<file path="config.mk">
export PLATFORM = sky130hd
export DESIGN_NAME = adc_control_and_result_regs
export DESIGN_NICKNAME = d
export VERILOG_FILES = /design/src/adc_pkg.sv /design/src/conv_seq_if.sv /design/src/conv_sequencer.sv /design/src/adc_control_and_result_regs.sv
export SDC_FILE = /design/constraint.sdc
export NUM_CORES = 1
export LEC_CHECK = 0
export BUFFER_PORTS_ARGS = -buffer_cell sky130_fd_sc_hd__buf_2
export CORE_UTILIZATION = 50
export DETAILED_ROUTE_END_ITERATION = 8
export GPL_TIMING_DRIVEN = 0
export PLACE_DENSITY = 0.71
export SETUP_SLACK_MARGIN = 0.3
export SYNTH_ARGS = -nofsm -noshare
export SYNTH_HDL_FRONTEND = slang
export SYNTH_HIERARCHICAL = 1
export SYNTH_SLANG_ARGS = --single-unit
export TNS_END_PERCENT = 20
</file>
<file path="constraint.sdc">
create_clock -name clock -period 2.6 [get_ports clock]
set_input_delay 0.52 -clock clock [delete_from_list [all_inputs] [get_ports clock]]
set_output_delay 0.52 -clock clock [all_outputs]
set_load 0.005 [all_outputs]
</file>
<file path="src/adc_pkg.sv">
// Functional notes
// - Clearing the power-on bit switches the converter off and stops conversions.
// - Processor wait mode leaves converter operation, configuration and status untouched.
// - Halt disables the converter; after wakeup results settle for a stabilisation time.
// - Bit 7 of control register is read-only completion flag, 1 when conversion complete.
// - Reading result-high or writing the control register clears the completion flag.
// - Slow and speed bits choose converter clock: /2, /1, or /4 when slow.
// - Control bit 5 is read/write power-on: 1 switches converter on, 0 off.
// - Three-bit channel field selects input 0 to 4 by codes 000 to 100.
// - A control write while powered aborts, clears completion and restarts conversion.
// - Result-high register reads result bits 9 down to 2, bit 9 on top.
// - Result-low reads result bits 1:0, slow bit at 3, all else zero.
// - After reset all three converter registers read zero.
// - Powered converter repeats sample and conversion phases, flagging each finished result.
// - Conversion phase lasts 8 approximation cycles with sample capacitor disconnected.
// - Input above reference saturates result to all ones; below reference gives zero.
package adc_pkg;

    // ==========================================================
    // Register map
    localparam int          ADDR_W      = 8;
    localparam int          DATA_W      = 8;
    localparam int          RES_W       = 10;
    localparam logic [7:0]  OFS_CSR     = 8'h34;
    localparam logic [7:0]  OFS_RES_HI  = 8'h35;
    localparam logic [7:0]  OFS_RES_LO  = 8'h36;
    localparam logic [7:0]  OFS_STATUS  = 8'h37;
    localparam logic [7:0]  OFS_MASK    = 8'h38;
    localparam logic [7:0]  REG_RESET   = 8'h00;

    // ==========================================================
    // Field positions
    localparam int          EOC_BIT     = 7;
    localparam int          SPEED_BIT   = 6;
    localparam int          PWR_BIT     = 5;
    localparam int          SLOW_BIT    = 3;
    localparam int          DONE_BIT    = 0;
    localparam int          SETTLE_BIT  = 1;

    // ==========================================================
    // Timing
    localparam int          CLK_PERIOD_NS    = 10;
    localparam int          WAKEUP_SETTLE_NS = 20000;
    localparam int          SETTLE_CYCLES    =
        (WAKEUP_SETTLE_NS + CLK_PERIOD_NS - 1) / CLK_PERIOD_NS;
    localparam int          SETTLE_W         = 12;
    localparam logic [11:0] SETTLE_LOAD      = 12'(SETTLE_CYCLES);
    localparam int          CNT_W            = 4;
    localparam logic [3:0]  SAMPLE_TICKS     = 4'h3;
    localparam logic [3:0]  HOLD_TICKS       = 4'h8;
    localparam logic [9:0]  RES_FULL         = 10'h3FF;
    localparam logic [9:0]  RES_ZERO         = 10'h000;

    typedef enum logic [1:0] {
        SEQ_IDLE   = 2'h0,
        SEQ_SAMPLE = 2'h1,
        SEQ_HOLD   = 2'h3
    } seq_state_t;

    // ==========================================================
    // Helpers
    function automatic logic hit(input logic [7:0] a, input logic [7:0] ofs);
        return a == ofs;
    endfunction : hit

    function automatic logic [9:0] saturate(input logic over, input logic under,
                                            input logic [9:0] raw);
        if (over)
            return RES_FULL;
        if (under)
            return RES_ZERO;
        return raw;
    endfunction : saturate

endpackage : adc_pkg

</file>
<file path="src/conv_seq_if.sv">
`timescale 1ns/10ps
interface conv_seq_if;
    logic run;
    logic restart;
    logic tick;
    logic sample_en;
    logic sar_step;
    logic done;

    modport ctrl (output run, output restart, output tick,
                  input sample_en, input sar_step, input done);
    modport seq  (input run, input restart, input tick,
                  output sample_en, output sar_step, output done);
endinterface : conv_seq_if

</file>
<file path="src/conv_sequencer.sv">
`timescale 1ns/10ps
module conv_sequencer (
    input wire logic clock,
    input wire logic sys_rst,
    conv_seq_if.seq  link
);
    import adc_pkg::*;

    typedef struct packed {
        seq_state_t       state;
        logic [CNT_W-1:0] cnt;
        logic             done;
    } seq_t;

    seq_t st_r;
    seq_t st_nxt;

    assign link.sample_en = (st_r.state == SEQ_SAMPLE);
    assign link.sar_step  = (st_r.state == SEQ_HOLD) && link.tick;
    assign link.done      = st_r.done;

    always_comb begin
        st_nxt      = st_r;
        st_nxt.done = 1'b0;
        if (!link.run) begin
            st_nxt.state = SEQ_IDLE;
            st_nxt.cnt   = '0;
        end else if (link.restart) begin
            st_nxt.state = SEQ_SAMPLE;
            st_nxt.cnt   = '0;
        end else begin
            unique case (st_r.state)
                SEQ_IDLE: begin
                    st_nxt.state = SEQ_SAMPLE;
                    st_nxt.cnt   = '0;
                end
                SEQ_SAMPLE: begin
                    if (link.tick) begin
                        if (st_r.cnt == SAMPLE_TICKS - 4'h1) begin
                            st_nxt.state = SEQ_HOLD;
                            st_nxt.cnt   = '0;
                        end else begin
                            st_nxt.cnt = st_r.cnt + 4'h1;
                        end
                    end
                end
                SEQ_HOLD: begin
                    if (link.tick) begin
                        if (st_r.cnt == HOLD_TICKS - 4'h1) begin
                            // Back to sampling: conversions repeat while powered
                            st_nxt.state = SEQ_SAMPLE;
                            st_nxt.cnt   = '0;
                            st_nxt.done  = 1'b1;
                        end else begin
                            st_nxt.cnt = st_r.cnt + 4'h1;
                        end
                    end
                end
                default: begin
                    st_nxt.state = SEQ_IDLE;
                    st_nxt.cnt   = '0;
                end
            endcase
        end
    end

    always_ff @(posedge clock) begin
        if (sys_rst)
            st_r <= '0;
        else
            st_r <= st_nxt;
    end
endmodule : conv_sequencer

</file>
<file path="src/adc_control_and_result_regs.sv">
`timescale 1ns/10ps
module adc_control_and_result_regs (
    input  wire logic                       clock,
    input  wire logic                       sys_rst,
    input  wire logic [adc_pkg::ADDR_W-1:0] addr,
    input  wire logic [adc_pkg::DATA_W-1:0] wdata,
    input  wire logic                       wr_stb,
    input  wire logic                       rd_stb,
    output      logic [adc_pkg::DATA_W-1:0] rdata,
    input  wire logic                       halt_mode,
    output      logic                       converter_enable,
    output      logic [2:0]                 input_select,
    output      logic                       sample_en,
    output      logic                       sar_step,
    input  wire logic [adc_pkg::RES_W-1:0]  core_result,
    input  wire logic                       core_over_high,
    input  wire logic                       core_under_low,
    output      logic                       irq
);
    import adc_pkg::*;

    // ==========================================================
    // State
    typedef struct packed {
        logic                speed;
        logic                power_on;
        logic [2:0]          input_select;
        logic                slow;
        logic                eoc;
        logic [RES_W-1:0]    result;
        logic                done_sticky;
        logic                mask;
        logic [DATA_W-1:0]   rdata;
        logic [1:0]          div_cnt;
        logic [SETTLE_W-1:0] settle_cnt;
        logic                halt_d;
        logic                analog_en;
    } ctrl_t;

    ctrl_t s_r;
    ctrl_t s_nxt;

    logic csr_wr;
    logic lo_wr;
    logic mask_wr;
    logic hi_rd;
    logic status_rd;
    logic clear_eoc;
    logic settling;

    conv_seq_if link();

    conv_sequencer u_seq (
        .clock   (clock),
        .sys_rst (sys_rst),
        .link    (link.seq)
    );

    // ==========================================================
    // Bus decode
    assign csr_wr    = wr_stb && hit(addr, OFS_CSR);
    assign lo_wr     = wr_stb && hit(addr, OFS_RES_LO);
    assign mask_wr   = wr_stb && hit(addr, OFS_MASK);
    assign hi_rd     = rd_stb && hit(addr, OFS_RES_HI);
    assign status_rd = rd_stb && hit(addr, OFS_STATUS);
    assign clear_eoc = csr_wr || hi_rd;
    assign settling  = (s_r.settle_cnt != '0);

    // ==========================================================
    // Sequencer control
    // Slow overrides speed; the divider runs free so a rate change needs no resync
    assign link.tick = s_r.slow  ? (s_r.div_cnt == 2'h3) :
                       s_r.speed ? 1'b1 : s_r.div_cnt[0];
    // Wait mode has no input here on purpose: only power, halt and settling gate
    assign link.run = s_r.power_on && !halt_mode && !settling;
    assign link.restart = csr_wr && wdata[PWR_BIT];

    // ==========================================================
    // Next state
    always_comb begin
        s_nxt         = s_r;
        s_nxt.div_cnt = s_r.div_cnt + 2'h1;
        s_nxt.halt_d  = halt_mode;

        // Results right after halt are not trusted until the settle count runs out
        if (s_r.halt_d && !halt_mode)
            s_nxt.settle_cnt = SETTLE_LOAD;
        else if (settling)
            s_nxt.settle_cnt = s_r.settle_cnt - 12'h001;

        if (csr_wr) begin
            // Reserved bits 4:3 are not stored and read back as zero
            s_nxt.speed        = wdata[SPEED_BIT];
            s_nxt.power_on     = wdata[PWR_BIT];
            s_nxt.input_select = wdata[2:0];
        end
        if (lo_wr)
            s_nxt.slow = wdata[SLOW_BIT];
        if (mask_wr)
            s_nxt.mask = wdata[DONE_BIT];

        s_nxt.analog_en = s_nxt.power_on && !halt_mode;

        if (clear_eoc)
            s_nxt.eoc = 1'b0;
        if (status_rd)
            s_nxt.done_sticky = 1'b0;
        // A completion in the same cycle as a clear wins, so no result is lost
        if (link.done) begin
            s_nxt.eoc         = 1'b1;
            s_nxt.done_sticky = 1'b1;
            s_nxt.result      = saturate(core_over_high, core_under_low,
                                         core_result);
        end

        s_nxt.rdata = REG_RESET;
        if (rd_stb) begin
            case (addr)
                OFS_CSR:    s_nxt.rdata = {s_r.eoc, s_r.speed, s_r.power_on,
                                           2'b00, s_r.input_select};
                OFS_RES_HI: s_nxt.rdata = s_r.result[9:2];
                OFS_RES_LO: s_nxt.rdata = {4'h0, s_r.slow, 1'b0,
                                           s_r.result[1:0]};
                OFS_STATUS: s_nxt.rdata = {6'h00, settling, s_r.done_sticky};
                OFS_MASK:   s_nxt.rdata = {7'h00, s_r.mask};
                default:    s_nxt.rdata = REG_RESET;
            endcase
        end
    end

    always_ff @(posedge clock) begin
        if (sys_rst)
            s_r <= '0;
        else
            s_r <= s_nxt;
    end

    // ==========================================================
    // Outputs
    assign rdata            = s_r.rdata;
    assign converter_enable = s_r.analog_en;
    assign input_select     = s_r.input_select;
    assign sample_en        = link.sample_en;
    assign sar_step         = link.sar_step;
    // Mask resets to zero, so the block stays silent unless software opts in
    assign irq              = s_r.done_sticky && s_r.mask;
endmodule : adc_control_and_result_regs

</file>
**After elaboration in Yosys (flattened, before gate mapping)**

Index checks and enable logic that the tools add are counted.

- Bits in registers: 50
- Latch bits: 0
- Bits in writable memories: 0
- Bits in read-only memories: 0
- Bits of input ports: 33
- Output and inout port bits: 15
- Logic and storage cells: 98
- Memories kept: 0

- Add/sub/neg operators: 3
- Multipliers: 0
- Divide/modulo/power cells: 0
- Order comparisons: 0
- Equality and inequality tests: 18
- Shifts and indexed selects: 0
- Muxes and demuxes: 27
- Bitwise operators: 4
- Reduce and logical (&&, ||, !) cells: 28

Operator list:

| cell | count |
|---|---|
| $eq 8x6->1 const B | 5 |
| $mux 10 | 4 |
| $pmux 8 s5 | 1 |
| $mux 11 | 2 |
| $pmux 6 s3 | 1 |
| $logic_and 1x1->1 | 12 |
| $mux 12 | 1 |
| $mux 4 | 3 |
| $reduce_bool 12->1 | 1 |
| $sub 12x1->12 const B | 1 |
| $mux 1 | 10 |
| $reduce_and 4->1 | 2 |
| $mux 7 | 1 |
| $mux 6 | 1 |
| $ne 2x1->1 const B | 3 |
| $ne 3x1->1 const B | 2 |
| $reduce_bool 2->1 | 3 |
| $reduce_or 2->1 | 3 |
| $mux 5 | 1 |
| $reduce_or 5->1 | 1 |
| $add 4x1->4 const B | 1 |
| $eq 2x2->1 const B | 2 |
| $eq 4x2->1 const B | 1 |
| $eq 4x3->1 const B | 1 |
| other kinds (12) | 17 |

**Longest topological paths before layout**

- Word-level depth: 7
- Gate-level depth with buffers: 8
- Mapped depth without buffers: 8

**Cells and area by module**

The synthesis kept the hierarchy.

Modules (own cells, without submodules):

| module | times used | cells an instance | area each (sq um) | seq. area each (sq um) |
|---|---|---|---|---|
| adc_control_and_result_regs | 1 | 223 | 1986.9 | 860.8 |
| conv_sequencer | 1 | 42 | 367.9 | 140.1 |

**Worst setup path after synthesis**

Ideal clock, no wire load.

- Path kind: reg-to-reg
- Start: reg s_r[2] in the netlist's numbering
- End: reg u_seq/st_r[2] in the netlist's numbering
- Setup time: 0.088 ns
- Arrival: 2.124 ns
- Data required time: 2.512 ns
- Setup slack: 0.388 ns
- Cell stages (with the launch flop): 8
- Buffers on the path: 0
- Clock period less this slack: 2.212 ns
- Cell sequence: dfxtp_1 > inv_1 > ha_1 > nor3b_1 > nand4_1 > nor3b_1 > or3b_2 > o31ai_1

- Cells in the longest elaborated chain, start to end: 5

RTL lines:

| element | line | RTL |
|---|---|---|
| start: declaration | adc_control_and_result_regs.sv:40 | `ctrl_t s_r;` |
| start signal: assignment | adc_control_and_result_regs.sv:135 | `s_r <= s_nxt;` |
| $reduce_bool 12->1 | adc_control_and_result_regs.sv:67 | `assign settling = (s_r.settle_cnt != '0);` |
| $logic_not 1->1 | adc_control_and_result_regs.sv:75 | `assign link.run = s_r.power_on && !halt_mode && !settling;` |
| $logic_and 1x1->1 | adc_control_and_result_regs.sv:75 |  |
| via link.run | conv_seq_if.sv:3 | `logic run;` |
| $not 1->1 (no line) | -- |  |
| $reduce_or 3->1 (no line) | -- |  |
| end signal: assignment | conv_sequencer.sv:71 | `st_r <= st_nxt;` |
| end: declaration | conv_sequencer.sv:15 | `seq_t st_r;` |

The timed path passes the listed nets, and every way through them passes these cells.
A chain may end at the register's enable or synchronous reset.

**Worst setup path in the final report**

Same ends and word-level chain as after synthesis.

==> metrics.txt <==
status=complete, but fails checks; failing checks=DRC; Core ar.=4440 sq um; Synth area leader=dfxtp_1; Synth top area share=42.5%; most frequent cells in the layout=dfxtp_1 (50), buf_2 (45), nor2_1 (32), nor2b_1 (18); Final WS setup=0.440 ns; skew final=0.00550 ns; antenna cells=0; gpl congestion=0.809; Via-to-Cell Ratio=5.46; Layout Nets=354; TNS Setup=0 ns; Sink Count=50; Pwr Density=764 nW/um^2; Non-Filler Instances=370; commonest non-fill, non-tap cell in the layout=dfxtp_1; Required @ worst endpoint=2.82 ns; DRT antenna net count=0; placed cell count=361; Chip Width=70.6 um; Fill cells=400; Initial Util=53.0%; met1 GRT Util=28.2%; Synth Instances=265; post-synthesis cell area=2350 sq um; RSZ-0062 raised after global routing=yes; Synth Warn #=6; maximum VDD drop=0.530 mV; register area share after synthesis=42.5%; DR pass1 iterations=6; pre-CTS setup slack=-0.0507 ns; CTS buffer count=5; CTS tree=yes; CTS Root Cell=clkbuf_8; H-Tree Depth=2; Mapped Avg Cell Area=8.89 sq um; M2 GR Usage=34.8%; Die Area=4990 sq um; number of synthesized flops with an enable pin=0; Most Crowded Layer GR=met2; largest net degree at the start of global routing=17; Cell Rows=24; worst-path fanout max=5; GRT overflow=0; worst slew pin tran=0.610 ns; LEAKAGE=0.00113 uW; startpoint types=register; Max Clk Rate=463 MHz; latest clock arrival within the worst-skew pair=0.31 ns; P&R area growth vs syn=18.2%; Synth cell types=48; Fin. Hold Viols=0; Final Max Tran Viols=0; worst relative slew slack=59.3%; Clock transition at path regs=0.09 ns; Worst Path Class, Setup=register to register; critical path endpoint category=register; crit path DAT=2.38 ns; layout cells sized above 1=24.2%; # DRC=11; maxcap violations=0; drt wl/cell=13.3 um; DRT Wirelength=4.91 mm; Final Cycle Share=83.1%; main area contributors after synthesis=dfxtp_1 (43%), mux2i_1 (5.5%), nor2_1 (5.1%); minimum clock period=2.16 ns; ys async rst share=0%; number of port buffers=44; 1st-iter DRT viols=121; vias in the first global route=1860; Die Height=70.6 um; GRT Total Usage=21.5%; routing usage on met3=5.41%; HPWL Detailed=3.61 mm; dominant synthesized flop cell=dfxtp_1; Seq cells post-synth=50; IO Pins=48; initial antenna violation count=0; first-pass GRT wire length=8.44 mm; min-delay worst type=register to register; total power=2130 uW; endpoints failing setup=0; Syn Nets=302; vias=2022; worst-case clock buffer depth=2
## sequential cells by signal, indices dropped and copies added (netlist names)
signal / flops
converter_enable: 1
input_select: 3
rdata: 8
s_r: 31
u_seq/link.done: 1
u_seq/st_r: 6
## area by class of cell
class                           instances  area, sq um  area share, %
Multi-Input combinational cell        187         1230           44.2
Sequential cell                        50         1000           36.0
Timing Repair Buffer                   45          228           8.18
Buffer                                 20          118           4.23
Clock buffer                            5         68.8           2.47
Tap cell                               52         65.1           2.34
Clock inverter                          3         43.8           1.57
Inverter                                8         30.0           1.08
## final timing paths
path	start	to	slack, ns	cells past startpoint
min reg2reg	s_r[32]	rdata[4]	0.44	2
min	s_r[32]	rdata[4]	0.44	2
max reg2reg	s_r[2]	u_seq/st_r[2]	0.44	7
max	s_r[2]	u_seq/st_r[2]	0.44	7
## kinds of logic (layout without fill, tap and decap cells)
| kind of cell | count (synthesis) | count (layout) | share of synthesized area [%] |
|---|---|---|---|
| AOI/OAI and AO/OA | 47 | 47 | 12.8 |
| adders and majority gates | 4 | 4 | 2.13 |
| buffers and inverters | 28 | 81 | 6.27 |
| and+or+nand+nor | 119 | 119 | 28.6 |
| muxes | 15 | 15 | 6.96 |
| DFF | 50 | 50 | 42.5 |
| xor gates and xnor gates | 2 | 2 | 0.744 |
## critical path, stage by stage (launching register included)
cell,delay [ns]
dfxtp_1,0.33
inv_1,0.09
ha_1,0.20
nor3b_4,0.27
nand4_1,0.17
nor3b_2,0.23
or3b_2,0.53
o31ai_1,0.25
## stage by stage
| step | util (%) | hold slack (ns) | instance area [sq um] |
|---|---|---|---|
| after floorplan | - | 0.410 | 2350 |
| after global placement | 59.4 | 0.425 | 2640 |
| after detailed placement | 59.4 | 0.429 | 2640 |
| after CTS | 62.4 | 0.434 | 2770 |
| after global routing | 62.6 | 0.435 | 2780 |
| final | 62.6 | 0.437 | 2780 |
## cells in the mapped netlist, drive strengths merged, types with 5 or more instances
master,n
clkbuf,8
o22ai,10
nand3,6
buf,12
a31oi,5
o21ai,7
inv,8
nor3b,7
nand2,11
or3,5
nor2,32
nand2b,7
dfxtp,50
nor2b,18
mux2i,13
a21oi,13
## per-layer routing
metal	vias up	wire length, um
li1	1041	-
met1	928	2330
met2	48	2260
met3	5	257
met4	0	69
met5	-	0
## power by group
part / internal, uW / leakage, uW / switching [uW]
Combinational: 310 / 0.000662 / 310
Sequential: 849 / 0.000406 / 99.8
Clock: 289 / 0.0000585 / 268
## repair_timing
item                                    4_1_cts  5_1_grt
gates resized for setup                       2        3
setup buffers                                 1        0
endpoints found under the hold margin         0        0
pin swaps                                     1        0
endpoints found under the setup margin        6        5
hold buffers                                  0        0
Note: power is estimated with default switching activity, not from simulation.
